`config.mk`:
```
export PLATFORM = sky130hd
export DESIGN_NAME = shutter_cfg_ctrl
export DESIGN_NICKNAME = d
export VERILOG_FILES = /design/src/scfg_pkg.sv /design/src/btn_sync.sv /design/src/hold_timer.sv /design/src/shutter_cfg_ctrl.sv
export SDC_FILE = /design/constraint.sdc
export NUM_CORES = 1
export LEC_CHECK = 0
export BUFFER_PORTS_ARGS = -buffer_cell sky130_fd_sc_hd__buf_2
export CORE_MARGIN = 2
export CORE_UTILIZATION = 42
export DETAILED_ROUTE_END_ITERATION = 10
export PLACE_DENSITY = 0.69
export SYNTH_ARGS = -nofsm -noshare
export SYNTH_HDL_FRONTEND = slang
export SYNTH_SLANG_ARGS = --single-unit
```
`constraint.sdc`:
```
create_clock -name clk_in -period 8.3 [get_ports clk_in]
set_clock_uncertainty 0.1 [all_clocks]
set_input_delay 0.83 -clock clk_in [delete_from_list [all_inputs] [get_ports clk_in]]
set_output_delay 0.83 -clock clk_in [all_outputs]
set_load 0.03 [all_outputs]
```
`src/scfg_pkg.sv`:
```
/*
  Shared constants and types of the shutter motor configuration interpreter:
  time base figures, hold thresholds, register map, button and record types.
  Assumes a single 125 MHz clock domain and one flat 16-bit register port with a 2-bit address.

// Behaviour
// - factory reset clears ends, enables all features
// - reset: motor prog, cord prog, direction, 10s
// - after 10s load defaults, jog up then down
// - after defaults, end store empty, learning available
// - cord prog plus direction 10s toggles reversing
// - reversing toggle confirmed by one brief jog
// - hold to 20s also toggles length compensation
// - compensation toggle confirmed by second brief jog
// - up held drives up until upper end
// - upper program: hold up, two down pulses, hold
// - programming: both released stops, stores position
// - lower program mirrors upper with inputs swapped
// - button reset: down at end, five up pulses
// - shortly after sixth hold, defaults and up-down jog
// - end points kept in non-volatile storage
*/
package scfg_pkg;
  // time base
  localparam int unsigned CLK_HZ = 125_000_000;
  localparam int unsigned HALF_SEC_MS = 500;
  localparam int unsigned HALF_CYCLES = CLK_HZ / 1000 * HALF_SEC_MS;
  localparam int unsigned CFG_HOLD_S = 10;
  localparam int unsigned COMP_HOLD_S = 20;
  // thresholds in half-second units and press counts
  localparam logic [7:0] RST_HALVES = 8'(CFG_HOLD_S * 2);
  localparam logic [7:0] COMP_HALVES = 8'(COMP_HOLD_S * 2);
  localparam logic [7:0] SHORT_HALVES = 8'h02;
  localparam logic [7:0] GAP_HALVES = 8'h02;
  localparam logic [7:0] JOG_HALVES = 8'h01;
  localparam logic [7:0] FR_DELAY_HALVES = 8'h01;
  localparam logic [2:0] EP_PRESSES = 3'h3;
  localparam logic [2:0] FR_PRESSES = 3'h6;
  // register map
  localparam logic [1:0] REG_SETTINGS = 2'h0;
  localparam logic [1:0] REG_STATUS = 2'h1;
  localparam logic [1:0] REG_UPPER = 2'h2;
  localparam logic [1:0] REG_LOWER = 2'h3;
  localparam int SET_AUTO_B = 0;
  localparam int SET_OBST_B = 1;
  localparam int SET_BLOCK_B = 2;
  localparam int SET_COMP_B = 3;
  localparam int ST_UPPER_V_B = 0;
  localparam int ST_LOWER_V_B = 1;
  localparam int ST_MUP_B = 2;
  localparam int ST_MDN_B = 3;
  localparam int ST_BUSY_B = 4;
  localparam logic [3:0] DEF_SETTINGS = 4'hF;

  typedef struct packed {
    logic motor_prog;
    logic cord_prog;
    logic up;
    logic down;
  } btn_t;

  typedef struct packed {
    logic [15:0] upper_pos;
    logic [15:0] lower_pos;
    logic upper_valid;
    logic lower_valid;
    logic comp;
    logic rev_block;
    logic rev_obst;
    logic auto_adj;
  } nv_rec_t;

  typedef struct packed {
    logic [1:0] addr;
    logic [15:0] wdata;
    logic wr;
    logic rd;
  } reg_req_t;

  typedef enum logic [3:0] {
    S_LOAD, S_IDLE, S_RST_HOLD, S_CFG_HOLD, S_ARM,
    S_EP_RUN, S_FR_WAIT, S_ACK_UP, S_ACK_DOWN, S_RELEASE
  } state_t;
endpackage : scfg_pkg

```
`src/btn_sync.sv`:
```
/*
  Two-stage synchroniser for the button pins.
  Assumes pins are asynchronous levels; no debounce beyond the hold timer.
*/
`timescale 1ns/1ps
`default_nettype none
module btn_sync #(
  parameter int W = 4
) (
  input wire logic clk_in,
  input wire logic nrst_in,
  input wire logic [W-1:0] async_in,
  output logic [W-1:0] sync_out
);
  typedef struct packed {
    logic [W-1:0] s1;
    logic [W-1:0] s2;
  } sync_st_t;

  sync_st_t st;
  sync_st_t n;

  // first stage feeds only the second
  always_comb
  begin
    n.s1 = async_in;
    n.s2 = st.s1;
  end

  always_ff @(posedge clk_in)
  begin
    if (!nrst_in)
      st <= '0;
    else
      st <= n;
  end

  assign sync_out = st.s2;
endmodule : btn_sync
`default_nettype wire

```
`src/hold_timer.sv`:
```
/*
  Hold-duration timer counting half-second units since the last restart.
  Assumes restart_in comes from logic on the same clock.
*/
`timescale 1ns/1ps
`default_nettype none
module hold_timer #(
  parameter int unsigned HALF_CYC = scfg_pkg::HALF_CYCLES
) (
  input wire logic clk_in,
  input wire logic nrst_in,
  input wire logic restart_in,
  output logic [7:0] halves_out
);
  localparam int CW = $clog2(HALF_CYC) + 1;
  localparam logic [CW-1:0] CYC_LAST = CW'(HALF_CYC - 1);

  typedef struct packed {
    logic [CW-1:0] cyc;
    logic [7:0] halves;
  } tmr_st_t;

  tmr_st_t st;
  tmr_st_t n;

  // prescale to half seconds, saturate the unit count
  always_comb
  begin
    n = st;
    if (restart_in)
      n = '0;
    else if (st.cyc == CYC_LAST)
    begin
      n.cyc = '0;
      if (st.halves != 8'hFF)
        n.halves = st.halves + 8'h01;
    end
    else
      n.cyc = st.cyc + CW'(1);
  end

  always_ff @(posedge clk_in)
  begin
    if (!nrst_in)
      st <= '0;
    else
      st <= n;
  end

  assign halves_out = st.halves;
endmodule : hold_timer
`default_nettype wire

```
`src/shutter_cfg_ctrl.sv`:
```
/*
  Configuration command interpreter of a tubular shutter motor: button
  pattern and hold decoding, setting toggles, end point programming,
  factory reset and acknowledge jogs.
  Assumes pos_in and nv_rd_in come from same-clock logic, button pins are
  asynchronous, and the non-volatile store accepts nv_wr_out pulses.
*/
`timescale 1ns/1ps
`default_nettype none
module shutter_cfg_ctrl #(
  parameter int unsigned HALF_CYC = scfg_pkg::HALF_CYCLES
) (
  input wire logic clk_in,
  input wire logic nrst_in,
  input wire scfg_pkg::btn_t btn_in,
  input wire logic [15:0] pos_in,
  input wire scfg_pkg::nv_rec_t nv_rd_in,
  input wire scfg_pkg::reg_req_t reg_in,
  output logic [15:0] reg_rdata_out,
  output logic nv_wr_out,
  output scfg_pkg::nv_rec_t nv_wr_data_out,
  output logic motor_up_out,
  output logic motor_down_out,
  output logic auto_adjust_out,
  output logic rev_obstacle_out,
  output logic rev_blockage_out,
  output logic comp_out
);
  typedef struct packed {
    scfg_pkg::state_t state;
    scfg_pkg::nv_rec_t rec;
    scfg_pkg::btn_t prev;
    logic motor_up;
    logic motor_down;
    logic nv_wr;
    logic [15:0] rdata;
    logic primary_up;
    logic [2:0] presses;
    logic [2:0] target;
    logic tog1;
    logic tog2;
    logic motor_first;
  } ctrl_st_t;

  ctrl_st_t st;
  ctrl_st_t n;
  logic [3:0] b_vec;
  scfg_pkg::btn_t b;
  logic [7:0] halves;
  logic restart;
  logic at_upper;
  logic at_lower;
  logic any_dir;
  logic no_prog;
  logic prim;
  logic other;
  logic other_prev;
  logic rst_ok;
  logic cfg_ok;

  // factory defaults: ends forgotten, all features on
  function automatic scfg_pkg::nv_rec_t load_defaults(input scfg_pkg::nv_rec_t r);
    scfg_pkg::nv_rec_t d;
    d = r;
    d.upper_valid = 1'b0;
    d.lower_valid = 1'b0;
    d.auto_adj = scfg_pkg::DEF_SETTINGS[scfg_pkg::SET_AUTO_B];
    d.rev_obst = scfg_pkg::DEF_SETTINGS[scfg_pkg::SET_OBST_B];
    d.rev_block = scfg_pkg::DEF_SETTINGS[scfg_pkg::SET_BLOCK_B];
    d.comp = scfg_pkg::DEF_SETTINGS[scfg_pkg::SET_COMP_B];
    return d;
  endfunction : load_defaults

  btn_sync #(
    .W(4)
  ) u_sync (
    .clk_in(clk_in),
    .nrst_in(nrst_in),
    .async_in(btn_in),
    .sync_out(b_vec)
  );

  hold_timer #(
    .HALF_CYC(HALF_CYC)
  ) u_timer (
    .clk_in(clk_in),
    .nrst_in(nrst_in),
    .restart_in(restart),
    .halves_out(halves)
  );

  // input qualifiers
  always_comb
  begin
    b = scfg_pkg::btn_t'(b_vec);
    at_upper = st.rec.upper_valid && (pos_in >= st.rec.upper_pos);
    at_lower = st.rec.lower_valid && (pos_in <= st.rec.lower_pos);
    any_dir = b.up || b.down;
    no_prog = !b.motor_prog && !b.cord_prog;
    prim = st.primary_up ? b.up : b.down;
    other = st.primary_up ? b.down : b.up;
    other_prev = st.primary_up ? st.prev.down : st.prev.up;
    rst_ok = b.motor_prog && b.cord_prog && any_dir;
    cfg_ok = b.cord_prog && !b.motor_prog && any_dir;
  end

  // next state of the whole interpreter
  always_comb
  begin
    n = st;
    n.prev = b;
    n.motor_up = 1'b0;
    n.motor_down = 1'b0;
    n.nv_wr = 1'b0;
    n.rdata = 16'h0000;
    // remember that the motor button came before the cord button
    if (!b.motor_prog)
      n.motor_first = 1'b0;
    else if (!b.cord_prog)
      n.motor_first = 1'b1;
    // software settings write, overridden by a toggle in the same cycle
    if (reg_in.wr && reg_in.addr == scfg_pkg::REG_SETTINGS)
    begin
      n.rec.auto_adj = reg_in.wdata[scfg_pkg::SET_AUTO_B];
      n.rec.rev_obst = reg_in.wdata[scfg_pkg::SET_OBST_B];
      n.rec.rev_block = reg_in.wdata[scfg_pkg::SET_BLOCK_B];
      n.rec.comp = reg_in.wdata[scfg_pkg::SET_COMP_B];
      n.nv_wr = 1'b1;
    end
    // read data for the next cycle only
    if (reg_in.rd)
    begin
      unique case (reg_in.addr)
        scfg_pkg::REG_SETTINGS:
        begin
          n.rdata[scfg_pkg::SET_AUTO_B] = st.rec.auto_adj;
          n.rdata[scfg_pkg::SET_OBST_B] = st.rec.rev_obst;
          n.rdata[scfg_pkg::SET_BLOCK_B] = st.rec.rev_block;
          n.rdata[scfg_pkg::SET_COMP_B] = st.rec.comp;
        end
        scfg_pkg::REG_STATUS:
        begin
          n.rdata[scfg_pkg::ST_UPPER_V_B] = st.rec.upper_valid;
          n.rdata[scfg_pkg::ST_LOWER_V_B] = st.rec.lower_valid;
          n.rdata[scfg_pkg::ST_MUP_B] = st.motor_up;
          n.rdata[scfg_pkg::ST_MDN_B] = st.motor_down;
          n.rdata[scfg_pkg::ST_BUSY_B] = (st.state != scfg_pkg::S_IDLE);
        end
        scfg_pkg::REG_UPPER:
          n.rdata = st.rec.upper_pos;
        scfg_pkg::REG_LOWER:
          n.rdata = st.rec.lower_pos;
      endcase
    end
    unique case (st.state)
      // pick up the stored record after power-up
      scfg_pkg::S_LOAD:
      begin
        n.rec = nv_rd_in;
        n.state = scfg_pkg::S_IDLE;
      end
      scfg_pkg::S_IDLE:
      begin
        if (rst_ok && st.motor_first)
          n.state = scfg_pkg::S_RST_HOLD;
        else if (cfg_ok && (b.up ^ b.down))
        begin
          n.state = scfg_pkg::S_CFG_HOLD;
          n.tog1 = 1'b0;
          n.tog2 = 1'b0;
        end
        else if (no_prog && b.up && b.down && (st.prev.up ^ st.prev.down))
        begin
          // second direction joins a held one: pattern starts
          n.state = scfg_pkg::S_ARM;
          n.primary_up = st.prev.up;
          n.presses = 3'h0;
          n.target = (!st.prev.up && at_lower) ? scfg_pkg::FR_PRESSES
                                                : scfg_pkg::EP_PRESSES;
        end
        else if (no_prog && b.up && !b.down)
          n.motor_up = !at_upper;
        else if (no_prog && b.down && !b.up)
          n.motor_down = !at_lower;
      end
      // all three held until the reset hold expires
      scfg_pkg::S_RST_HOLD:
      begin
        if (!rst_ok)
          n.state = scfg_pkg::S_RELEASE;
        else if (halves >= scfg_pkg::RST_HALVES)
        begin
          n.rec = load_defaults(st.rec);
          n.nv_wr = 1'b1;
          n.state = scfg_pkg::S_ACK_UP;
        end
      end
      // cord button plus direction: toggles at 10 s and 20 s
      scfg_pkg::S_CFG_HOLD:
      begin
        if (!cfg_ok)
          n.state = scfg_pkg::S_RELEASE;
        else
        begin
          if (halves >= scfg_pkg::RST_HALVES && !st.tog1)
          begin
            n.rec.rev_obst = !st.rec.rev_obst;
            n.tog1 = 1'b1;
            n.nv_wr = 1'b1;
          end
          if (halves >= scfg_pkg::COMP_HALVES && !st.tog2)
          begin
            n.rec.comp = !st.rec.comp;
            n.tog2 = 1'b1;
            n.nv_wr = 1'b1;
          end
          n.motor_up = (halves == scfg_pkg::RST_HALVES)
                    || (halves == scfg_pkg::COMP_HALVES);
        end
      end
      // count short pulses on the other input
      scfg_pkg::S_ARM:
      begin
        if (!prim || !no_prog)
          n.state = scfg_pkg::S_RELEASE;
        else if (!other && other_prev)
        begin
          if (halves < scfg_pkg::SHORT_HALVES)
            n.presses = st.presses + 3'h1;
          else
            n.state = scfg_pkg::S_RELEASE;
        end
        else if (!other && halves >= scfg_pkg::GAP_HALVES)
          n.state = scfg_pkg::S_RELEASE;
        else if (other && !other_prev)
          n.state = scfg_pkg::S_ARM;
        else if (other && halves >= scfg_pkg::SHORT_HALVES)
        begin
          if (st.presses != st.target - 3'h1)
            n.state = scfg_pkg::S_RELEASE;
          else if (st.target == scfg_pkg::FR_PRESSES)
            n.state = scfg_pkg::S_FR_WAIT;
          else
            n.state = scfg_pkg::S_EP_RUN;
        end
      end
      // operator-controlled run; stop and store when both released
      scfg_pkg::S_EP_RUN:
      begin
        if (!b.up && !b.down)
        begin
          if (st.primary_up)
          begin
            n.rec.upper_pos = pos_in;
            n.rec.upper_valid = 1'b1;
          end
          else
          begin
            n.rec.lower_pos = pos_in;
            n.rec.lower_valid = 1'b1;
          end
          n.nv_wr = 1'b1;
          n.state = scfg_pkg::S_IDLE;
        end
        else
        begin
          n.motor_up = st.primary_up;
          n.motor_down = !st.primary_up;
        end
      end
      // short pause after the sixth hold
      scfg_pkg::S_FR_WAIT:
      begin
        if (halves >= scfg_pkg::FR_DELAY_HALVES)
        begin
          n.rec = load_defaults(st.rec);
          n.nv_wr = 1'b1;
          n.state = scfg_pkg::S_ACK_UP;
        end
      end
      // acknowledge: brief up then brief down
      scfg_pkg::S_ACK_UP:
      begin
        n.motor_up = 1'b1;
        if (halves >= scfg_pkg::JOG_HALVES)
          n.state = scfg_pkg::S_ACK_DOWN;
      end
      scfg_pkg::S_ACK_DOWN:
      begin
        n.motor_down = 1'b1;
        if (halves >= scfg_pkg::JOG_HALVES)
          n.state = scfg_pkg::S_RELEASE;
      end
      // wait for every button to be let go
      scfg_pkg::S_RELEASE:
      begin
        if (b == '0)
          n.state = scfg_pkg::S_IDLE;
      end
    endcase
    restart = (b != st.prev) || (n.state != st.state);
  end

  always_ff @(posedge clk_in)
  begin
    if (!nrst_in)
      st <= '0;
    else
      st <= n;
  end

  // outputs straight from state flops
  assign reg_rdata_out = st.rdata;
  assign nv_wr_out = st.nv_wr;
  assign nv_wr_data_out = st.rec;
  assign motor_up_out = st.motor_up;
  assign motor_down_out = st.motor_down;
  assign auto_adjust_out = st.rec.auto_adj;
  assign rev_obstacle_out = st.rec.rev_obst;
  assign rev_blockage_out = st.rec.rev_block;
  assign comp_out = st.rec.comp;
endmodule : shutter_cfg_ctrl
`default_nettype wire

```
==> impl_metrics.py, run 1 <==
metrics = {
    "global_routing": {
        "grt_pass1_vias": 5639,
        "use_met3_pct": 5.44,
        "grt_pass1_wl_um": 29400,
        "antenna_found_initial": 1,
        "grt.overflow.total": 0,
        "gr-usage-met1_pct": 28.9,
        "grt_util_all_layers_pct": 20.9,
        "busiest_layer": "met2",
        "grt_max_degree": 55,
        "grtUsageMet2_pct": 32.2,
    },
    "sta": {
        "hold_viol": 0,
        "drv_slew": 0,
        "fin_crit_sh_pct": 45.2,
        "layout_min_cycle_time_ns": 3.75,
        "finalSetupTns_ns": 0,
        "fin_ws_ns": 4.55,
        "rsz0062_at_grt": "no",
        "worstMarginPinSlew_ns": 1.20,
        "fmax_ghz": 0.266,
        "slew_headroom_pct": 19.1,
        "setup_viol": 0,
    },
    "flow_run": {
        "maxCapViolCount": 0,
    },
    "layout": {
        "drive_above_1_share_pct": 21.6,
        "postLayoutCoreUtil_pct": 48.3,
        "regArea_sq_um": 2360,
        "fin_nets": 1019,
        "area_growth_pct": 13.3,
        "multi_input_area_sq_um": 3870,
        "nFillCells": 1626,
    },
    "setup_path": {
        "cp_cell_sequence": "nor4bb_1 > and2_1 > nand2_1 > nand2_1 > o21ai_0 > a31oi_1",
        "critPathKind": "flip-flop to flip-flop",
        "cp_common_cell": "nand2_1",
        "timing.critical_path.from_type": "flip-flop",
        "crit_fanout": 32,
        "endpoint_kind": "flip-flop",
        "required_ns": 8.53,
        "cp.arrival_ns": 3.98,
        "cpMaxStageDelayCell": "and2_1",
        "slowest_delay_ns": 0.80,
    },
    "placed_design": {
        "dp_hpwl_um": 13100,
        "pre_cts_slack_ns": 4.63,
        "port_buffers": 128,
        "place.gp.congestion": 0.903,
    },
    "cts": {
        "post-cts-setup-buffer-count": 0,
        "cts-resized-gates": 0,
        "worstSkewPairLatency_ns": 0.42,
        "path_clk_slew_ns": 0.06,
        "clockBufferDepth": 2,
        "cts_buffers": 17,
        "cts_tree": "built",
        "holdBufCountCts": 0,
        "cts_max_level": 4,
        "cts_root_buffer": "clkbuf_16",
        "clock-sinks": 118,
    },
    "logic_synthesis": {
        "syn_area_per_cell_sq_um": 8.27,
        "yosys_warnings": 0,
        "yosys_register_bits": 118,
        "ys_types": 73,
        "synth_edf_count": 0,
        "ys.flop_type": "dfxtp_1",
        "netlist_area_sq_um": 7020,
        "syn_inst": 848,
        "async_flop_share_pct": 0,
        "postSynthNetCount": 968,
        "ys_seq_area_share_pct": 33.7,
    },
    "routing": {
        "routedWlPerCell_um": 15.8,
        "vias": 6048,
        "dr.pass1.iters": 5,
        "ant_nets": 0,
        "wl_um": 17900,
        "drc": 0,
        "drt_iter0_markers": 360,
        "vias_per_cell": 5.34,
    },
    "floorplanning": {
        "die_w_um": 133,
        "die_area_sq_um": 17800,
        "ios": 141,
        "core-area_sq_um": 16500,
        "rows": 47,
        "fp.dieH_um": 133,
        "initial_core_util_pct": 42.6,
    },
    "power_and_ir_drop": {
        "power_density_nw_per_um2": 196,
        "p_leak_nw": 3.33,
        "vdd_ir_drop_max_uv": 180,
    },
    "hold_path": {
        "holdCritPathClass": "flip-flop to flip-flop",
    },
    "outcome": {
        "outcome": "finished, final reports clean",
    },
}
layout by cell type (no fill, tap or decap), drive strengths merged, types with 20 or more instances in the layout:
cell type and count:
buf 131, dfxtp 118, nand2 95, nor2 70, o21ai 49, inv 47
a31oi 40, ha 40, nor3 30, a21oi 27, xor2 24, clkbuf 21
mux2i 20, xnor2 20
synthesized netlist by cell type, drive strengths merged, types with 3 or more instances:
cell type / instances / area share, %
dfxtp: 118 / 34
nand2: 95 / 5.1
nor2: 70 / 3.7
buf: 64 / 6.8
o21ai: 49 / 3.5
inv: 47 / 2.5
a31oi: 40 / 3.6
ha: 40 / 7.1
clkbuf: 35 / 1.9
nor3: 30 / 3.0
a21oi: 27 / 1.9
xor2: 24 / 3.0
mux2i: 20 / 2.9
xnor2: 20 / 2.6
nand4: 16 / 1.4
and2: 15 / 1.3
nand3: 15 / 1.1
a21o: 10 / 1.1
and3: 9 / 0.80
nor4: 9 / 0.80
a211oi: 8 / 0.93
nand2b: 7 / 0.62
nor2b: 6 / 0.54
or2: 6 / 0.54
nor3b: 5 / 0.61
o21a: 5 / 0.54
or4: 5 / 0.59
mux4: 4 / 1.3
nand3b: 3 / 0.32
o2111ai: 3 / 0.37
or3: 3 / 0.27
through the flow:
stage          power (mW)  area [sq um]  hold WS (ns)  cells
2_1_floorplan       0.789          7020         0.312    848
3_3_place_gp        0.833          7350         0.314   1100
3_5_place_dp        0.835          7350         0.327   1100
4_1_cts              1.57          7950         0.332   1132
5_1_grt              1.62          7950         0.345   1133
6_report             1.56          7950         0.328   1133
cells by family (layout without fill, tap and decap cells):
kind of cell / count (synthesis) / after routing / synth area share, %
XOR/XNOR: 45 / 45 / 5.94
buffers and inverters: 147 / 211 / 11.3
flip-flops: 118 / 118 / 33.7
adder cells (fa/ha/maj): 40 / 40 / 7.13
AND/OR/NAND/NOR: 306 / 306 / 22.5
multiplexers: 26 / 26 / 4.46
AO/OA/AOI/OAI: 166 / 166 / 15.0
other: 0 / 1 / 0
final timing paths:
| path | from | end | slack (ns) | depth (start not counted) |
|---|---|---|---|---|
| setup / recovery | st[71] | nv_wr_data_out[27] | 4.55 | 6 |
| hold / removal | u_sync.n[0] | u_sync.sync_out[0] | 0.33 | 1 |
| setup reg to reg | st[71] | nv_wr_data_out[27] | 4.55 | 6 |
| hold reg to reg | u_sync.n[0] | u_sync.sync_out[0] | 0.33 | 1 |
sequential cells by signal, summed over array words and instances (netlist names):
| signal | flops |
|---|---|
| motor_up_out | 1 |
| reg_rdata_out | 16 |
| rev_obstacle_out | 1 |
| nv_wr_data_out | 34 |
| u_timer.halves_out | 8 |
| u_sync.sync_out | 4 |
| u_timer.st | 27 |
| rev_blockage_out | 1 |
| nv_wr_out | 1 |
| comp_out | 1 |
| u_sync.n | 4 |
| auto_adjust_out | 1 |
| motor_down_out | 1 |
| st | 18 |
power breakdown:
group | switching (mW) | internal (mW) | leakage, nW
clock | 0.268 | 0.465 | 0.289
sequential | 0.0271 | 0.589 | 0.964
combinational | 0.131 | 0.0779 | 2.07
total | 0.426 | 1.13 | 3.33
per-layer routing:
metal	share of wire [%]	vias to the layer above
met5	0	-
met4	1.7	0
met3	6.3	18
met2	44	184
met1	48	2822
li1	-	3024
cell type report:
cell class | count | area share, %
multi-input cells | 583 | 48.7
flip-flops and latches | 118 | 29.7
repair buffers | 131 | 8.34
clock buffers | 21 | 5.92
well taps | 220 | 3.46
inverters | 48 | 2.27
clock inverters | 11 | 1.57
diodes | 1 | 0.0315
critical path, delay by kind of cell, from the launching register on:
kind	cells	cell delay, ns
AOI/OAI and AO/OA	2	0.36
DFF	1	0.72
and+or+nand+nor	4	2.48
Note: power is estimated with default switching activity, not from simulation.
==> run 2: changes to the inputs <==
Settings changed: PLACE_DENSITY 0.69 to 0.71.
Clock period 8.3 ns to 3.21 ns, I/O delays scaled along.
==> run 2 against run 1 <==
Routed wire length grew 3.2%. Via count grew 3.4%. Non-clock buffer count grew 28. Core utilization grew 1.3 points. Die area is the same. Clock power grew to 2.5 times the previous value. Critical path depth grew 4. Sequential power grew to 2.6 times the previous value. First-iteration DRC count grew 7.8%. Worst setup slack lost 4.3 ns. Final cell count grew 2.2%.
==> impl_metrics.py, run 2 (synthesis results as in run 1) <==
metrics = {
    "cts": {
        "cts_root_buffer": "clkbuf_16",
        "path_clk_slew_ns": 0.05,
        "cts_max_level": 4,
        "cts_tree": "built",
        "cts_buffers": 17,
        "clockBufferDepth": 2,
        "worstSkewPairLatency_ns": 0.42,
        "cts-resized-gates": 0,
        "holdBufCountCts": 3,
        "clock-sinks": 118,
        "post-cts-setup-buffer-count": 0,
    },
    "setup_path": {
        "endpoint_kind": "flip-flop",
        "critPathKind": "flip-flop to flip-flop",
        "worstSetupStartpoint": "u_timer.halves_out[0]",
        "regToRegSetupSlack_ns": 0.23,
        "timing.critical_path.from_type": "flip-flop",
        "reg2reg_from": "u_timer.halves_out[0]",
        "required_ns": 3.45,
        "cp.arrival_ns": 3.21,
        "crit_fanout": 14,
        "r2r-end": "u_timer.st[13]",
        "r2r_cells": 10,
    },
    "global_routing": {
        "grt_util_all_layers_pct": 20.7,
        "grt_max_degree": 35,
        "grt_pass1_wl_um": 29100,
        "grt.overflow.total": 0,
        "grt_pass1_vias": 5657,
        "antenna_found_initial": 0,
    },
    "floorplanning": {
        "die_area_sq_um": 17800,
        "die_w_um": 133,
        "core-area_sq_um": 16500,
        "rows": 47,
        "ios": 141,
        "fp.dieH_um": 133,
        "initial_core_util_pct": 42.6,
    },
    "layout": {
        "nFillCells": 1596,
        "postLayoutCoreUtil_pct": 49.6,
        "area_growth_pct": 16.4,
        "layout_commonest_cell": "buf_2",
        "diodes": 0,
        "largest_reg_flops": 34,
        "fin_nets": 1047,
        "layout_common_cells": "buf_2, dfxtp_1, nand2_1",
        "drive_above_1_share_pct": 23.5,
    },
    "sta": {
        "drv_slew": 0,
        "fin_crit_sh_pct": 92.8,
        "layout_min_cycle_time_ns": 2.98,
        "hold_viol": 0,
        "fmax_ghz": 0.336,
        "finalSetupTns_ns": 0,
        "setup_viol": 0,
        "worstMarginPinSlew_ns": 0.708,
        "slew_headroom_pct": 52.5,
        "rsz0062_at_grt": "no",
        "fin_ws_ns": 0.232,
    },
    "outcome": {
        "outcome": "finished, final reports clean",
    },
    "placed_design": {
        "place.gp.congestion": 0.918,
        "dp_hpwl_um": 13800,
        "pre_cts_slack_ns": 0.283,
        "port_buffers": 128,
    },
    "routing": {
        "drt_iter0_markers": 388,
        "dr.pass1.iters": 5,
        "drc": 0,
        "vias_per_cell": 5.40,
        "ant_nets": 0,
        "vias": 6252,
        "wl_um": 18500,
        "routedWlPerCell_um": 16.0,
    },
    "hold_path": {
        "hold_start": "btn_in[2]",
        "whs_endpoint": "u_sync.n[2]",
        "holdCritPathClass": "primary input to flip-flop",
        "whs_path_depth": 2,
    },
    "flow_run": {
        "maxCapViolCount": 0,
    },
    "power_and_ir_drop": {
        "vdd_ir_drop_max_uv": 358,
        "p_leak_nw": 3.46,
        "power_density_nw_per_um2": 491,
    },
}
## run 2: changes by cell type in the layout (fill, tap and decap cells not counted), moves of 2 or more
cell	previous run	this run
buf_12	0	2
dlygate4sd3_1	0	3
buf_4	3	26
clkinv_4	4	0
## run 2: through the flow
step           power [mW]  area [sq um]  instances  hold slack [ns]
3_3_place_gp         2.17          7560       1125            0.319
6_report             4.01          8170       1158           0.0181
2_1_floorplan        2.04          7020        848            0.312
3_5_place_dp         2.18          7560       1125            0.318
4_1_cts              4.04          8170       1158           0.0144
5_1_grt              4.17          8170       1158           0.0172
## run 2: where the power goes
part           switching, mW  internal (mW)
Sequential            0.0623           1.52
Clock                  0.663           1.19
Combinational          0.354          0.219
## run 2: critical path: stages, from the launching register on
cell       delay (ns)
dfxtp_1          0.45
inv_1            0.07
ha_1             0.21
or4b_1           0.24
o21ai_1          0.11
a2111oi_0        0.61
o31ai_2          0.20
xnor2_2          0.22
nand4b_4         0.25
buf_12           0.23
nor3_1           0.17
## run 2: worst max path at each step
stage / slack, ns / cells after the start / end
floorplan: 0.52 / 10 / u_timer.st[21]
global placement: 0.36 / 8 / u_timer.st[11]
detailed placement: 0.28 / 8 / u_timer.st[13]
CTS: 0.27 / 9 / u_timer.st[13]
global route: 0.08 / 10 / u_timer.st[18]
finish: 0.23 / 10 / u_timer.st[13]
## run 2: final cells by class
| type | instances | area (sq um) | share of cell area [%] |
|---|---|---|---|
| well taps | 220 | 275 | 3.37 |
| clock inverters | 9 | 103 | 1.26 |
| flip-flops and latches | 118 | 2360 | 28.9 |
| multi-input cells | 583 | 3870 | 47.4 |
| clock buffers | 21 | 470 | 5.76 |
| repair buffers | 159 | 906 | 11.1 |
| inverters | 48 | 180 | 2.21 |
## run 2: layer usage
layer / GRT usage, % / vias up / share of wire, %
met5: 0 / - / 0
met4: 7.03 / 0 / 1.7
met3: 4.95 / 22 / 7.3
met2: 31.6 / 230 / 45
met1: 28.7 / 2925 / 47
li1: - / 3075 / -
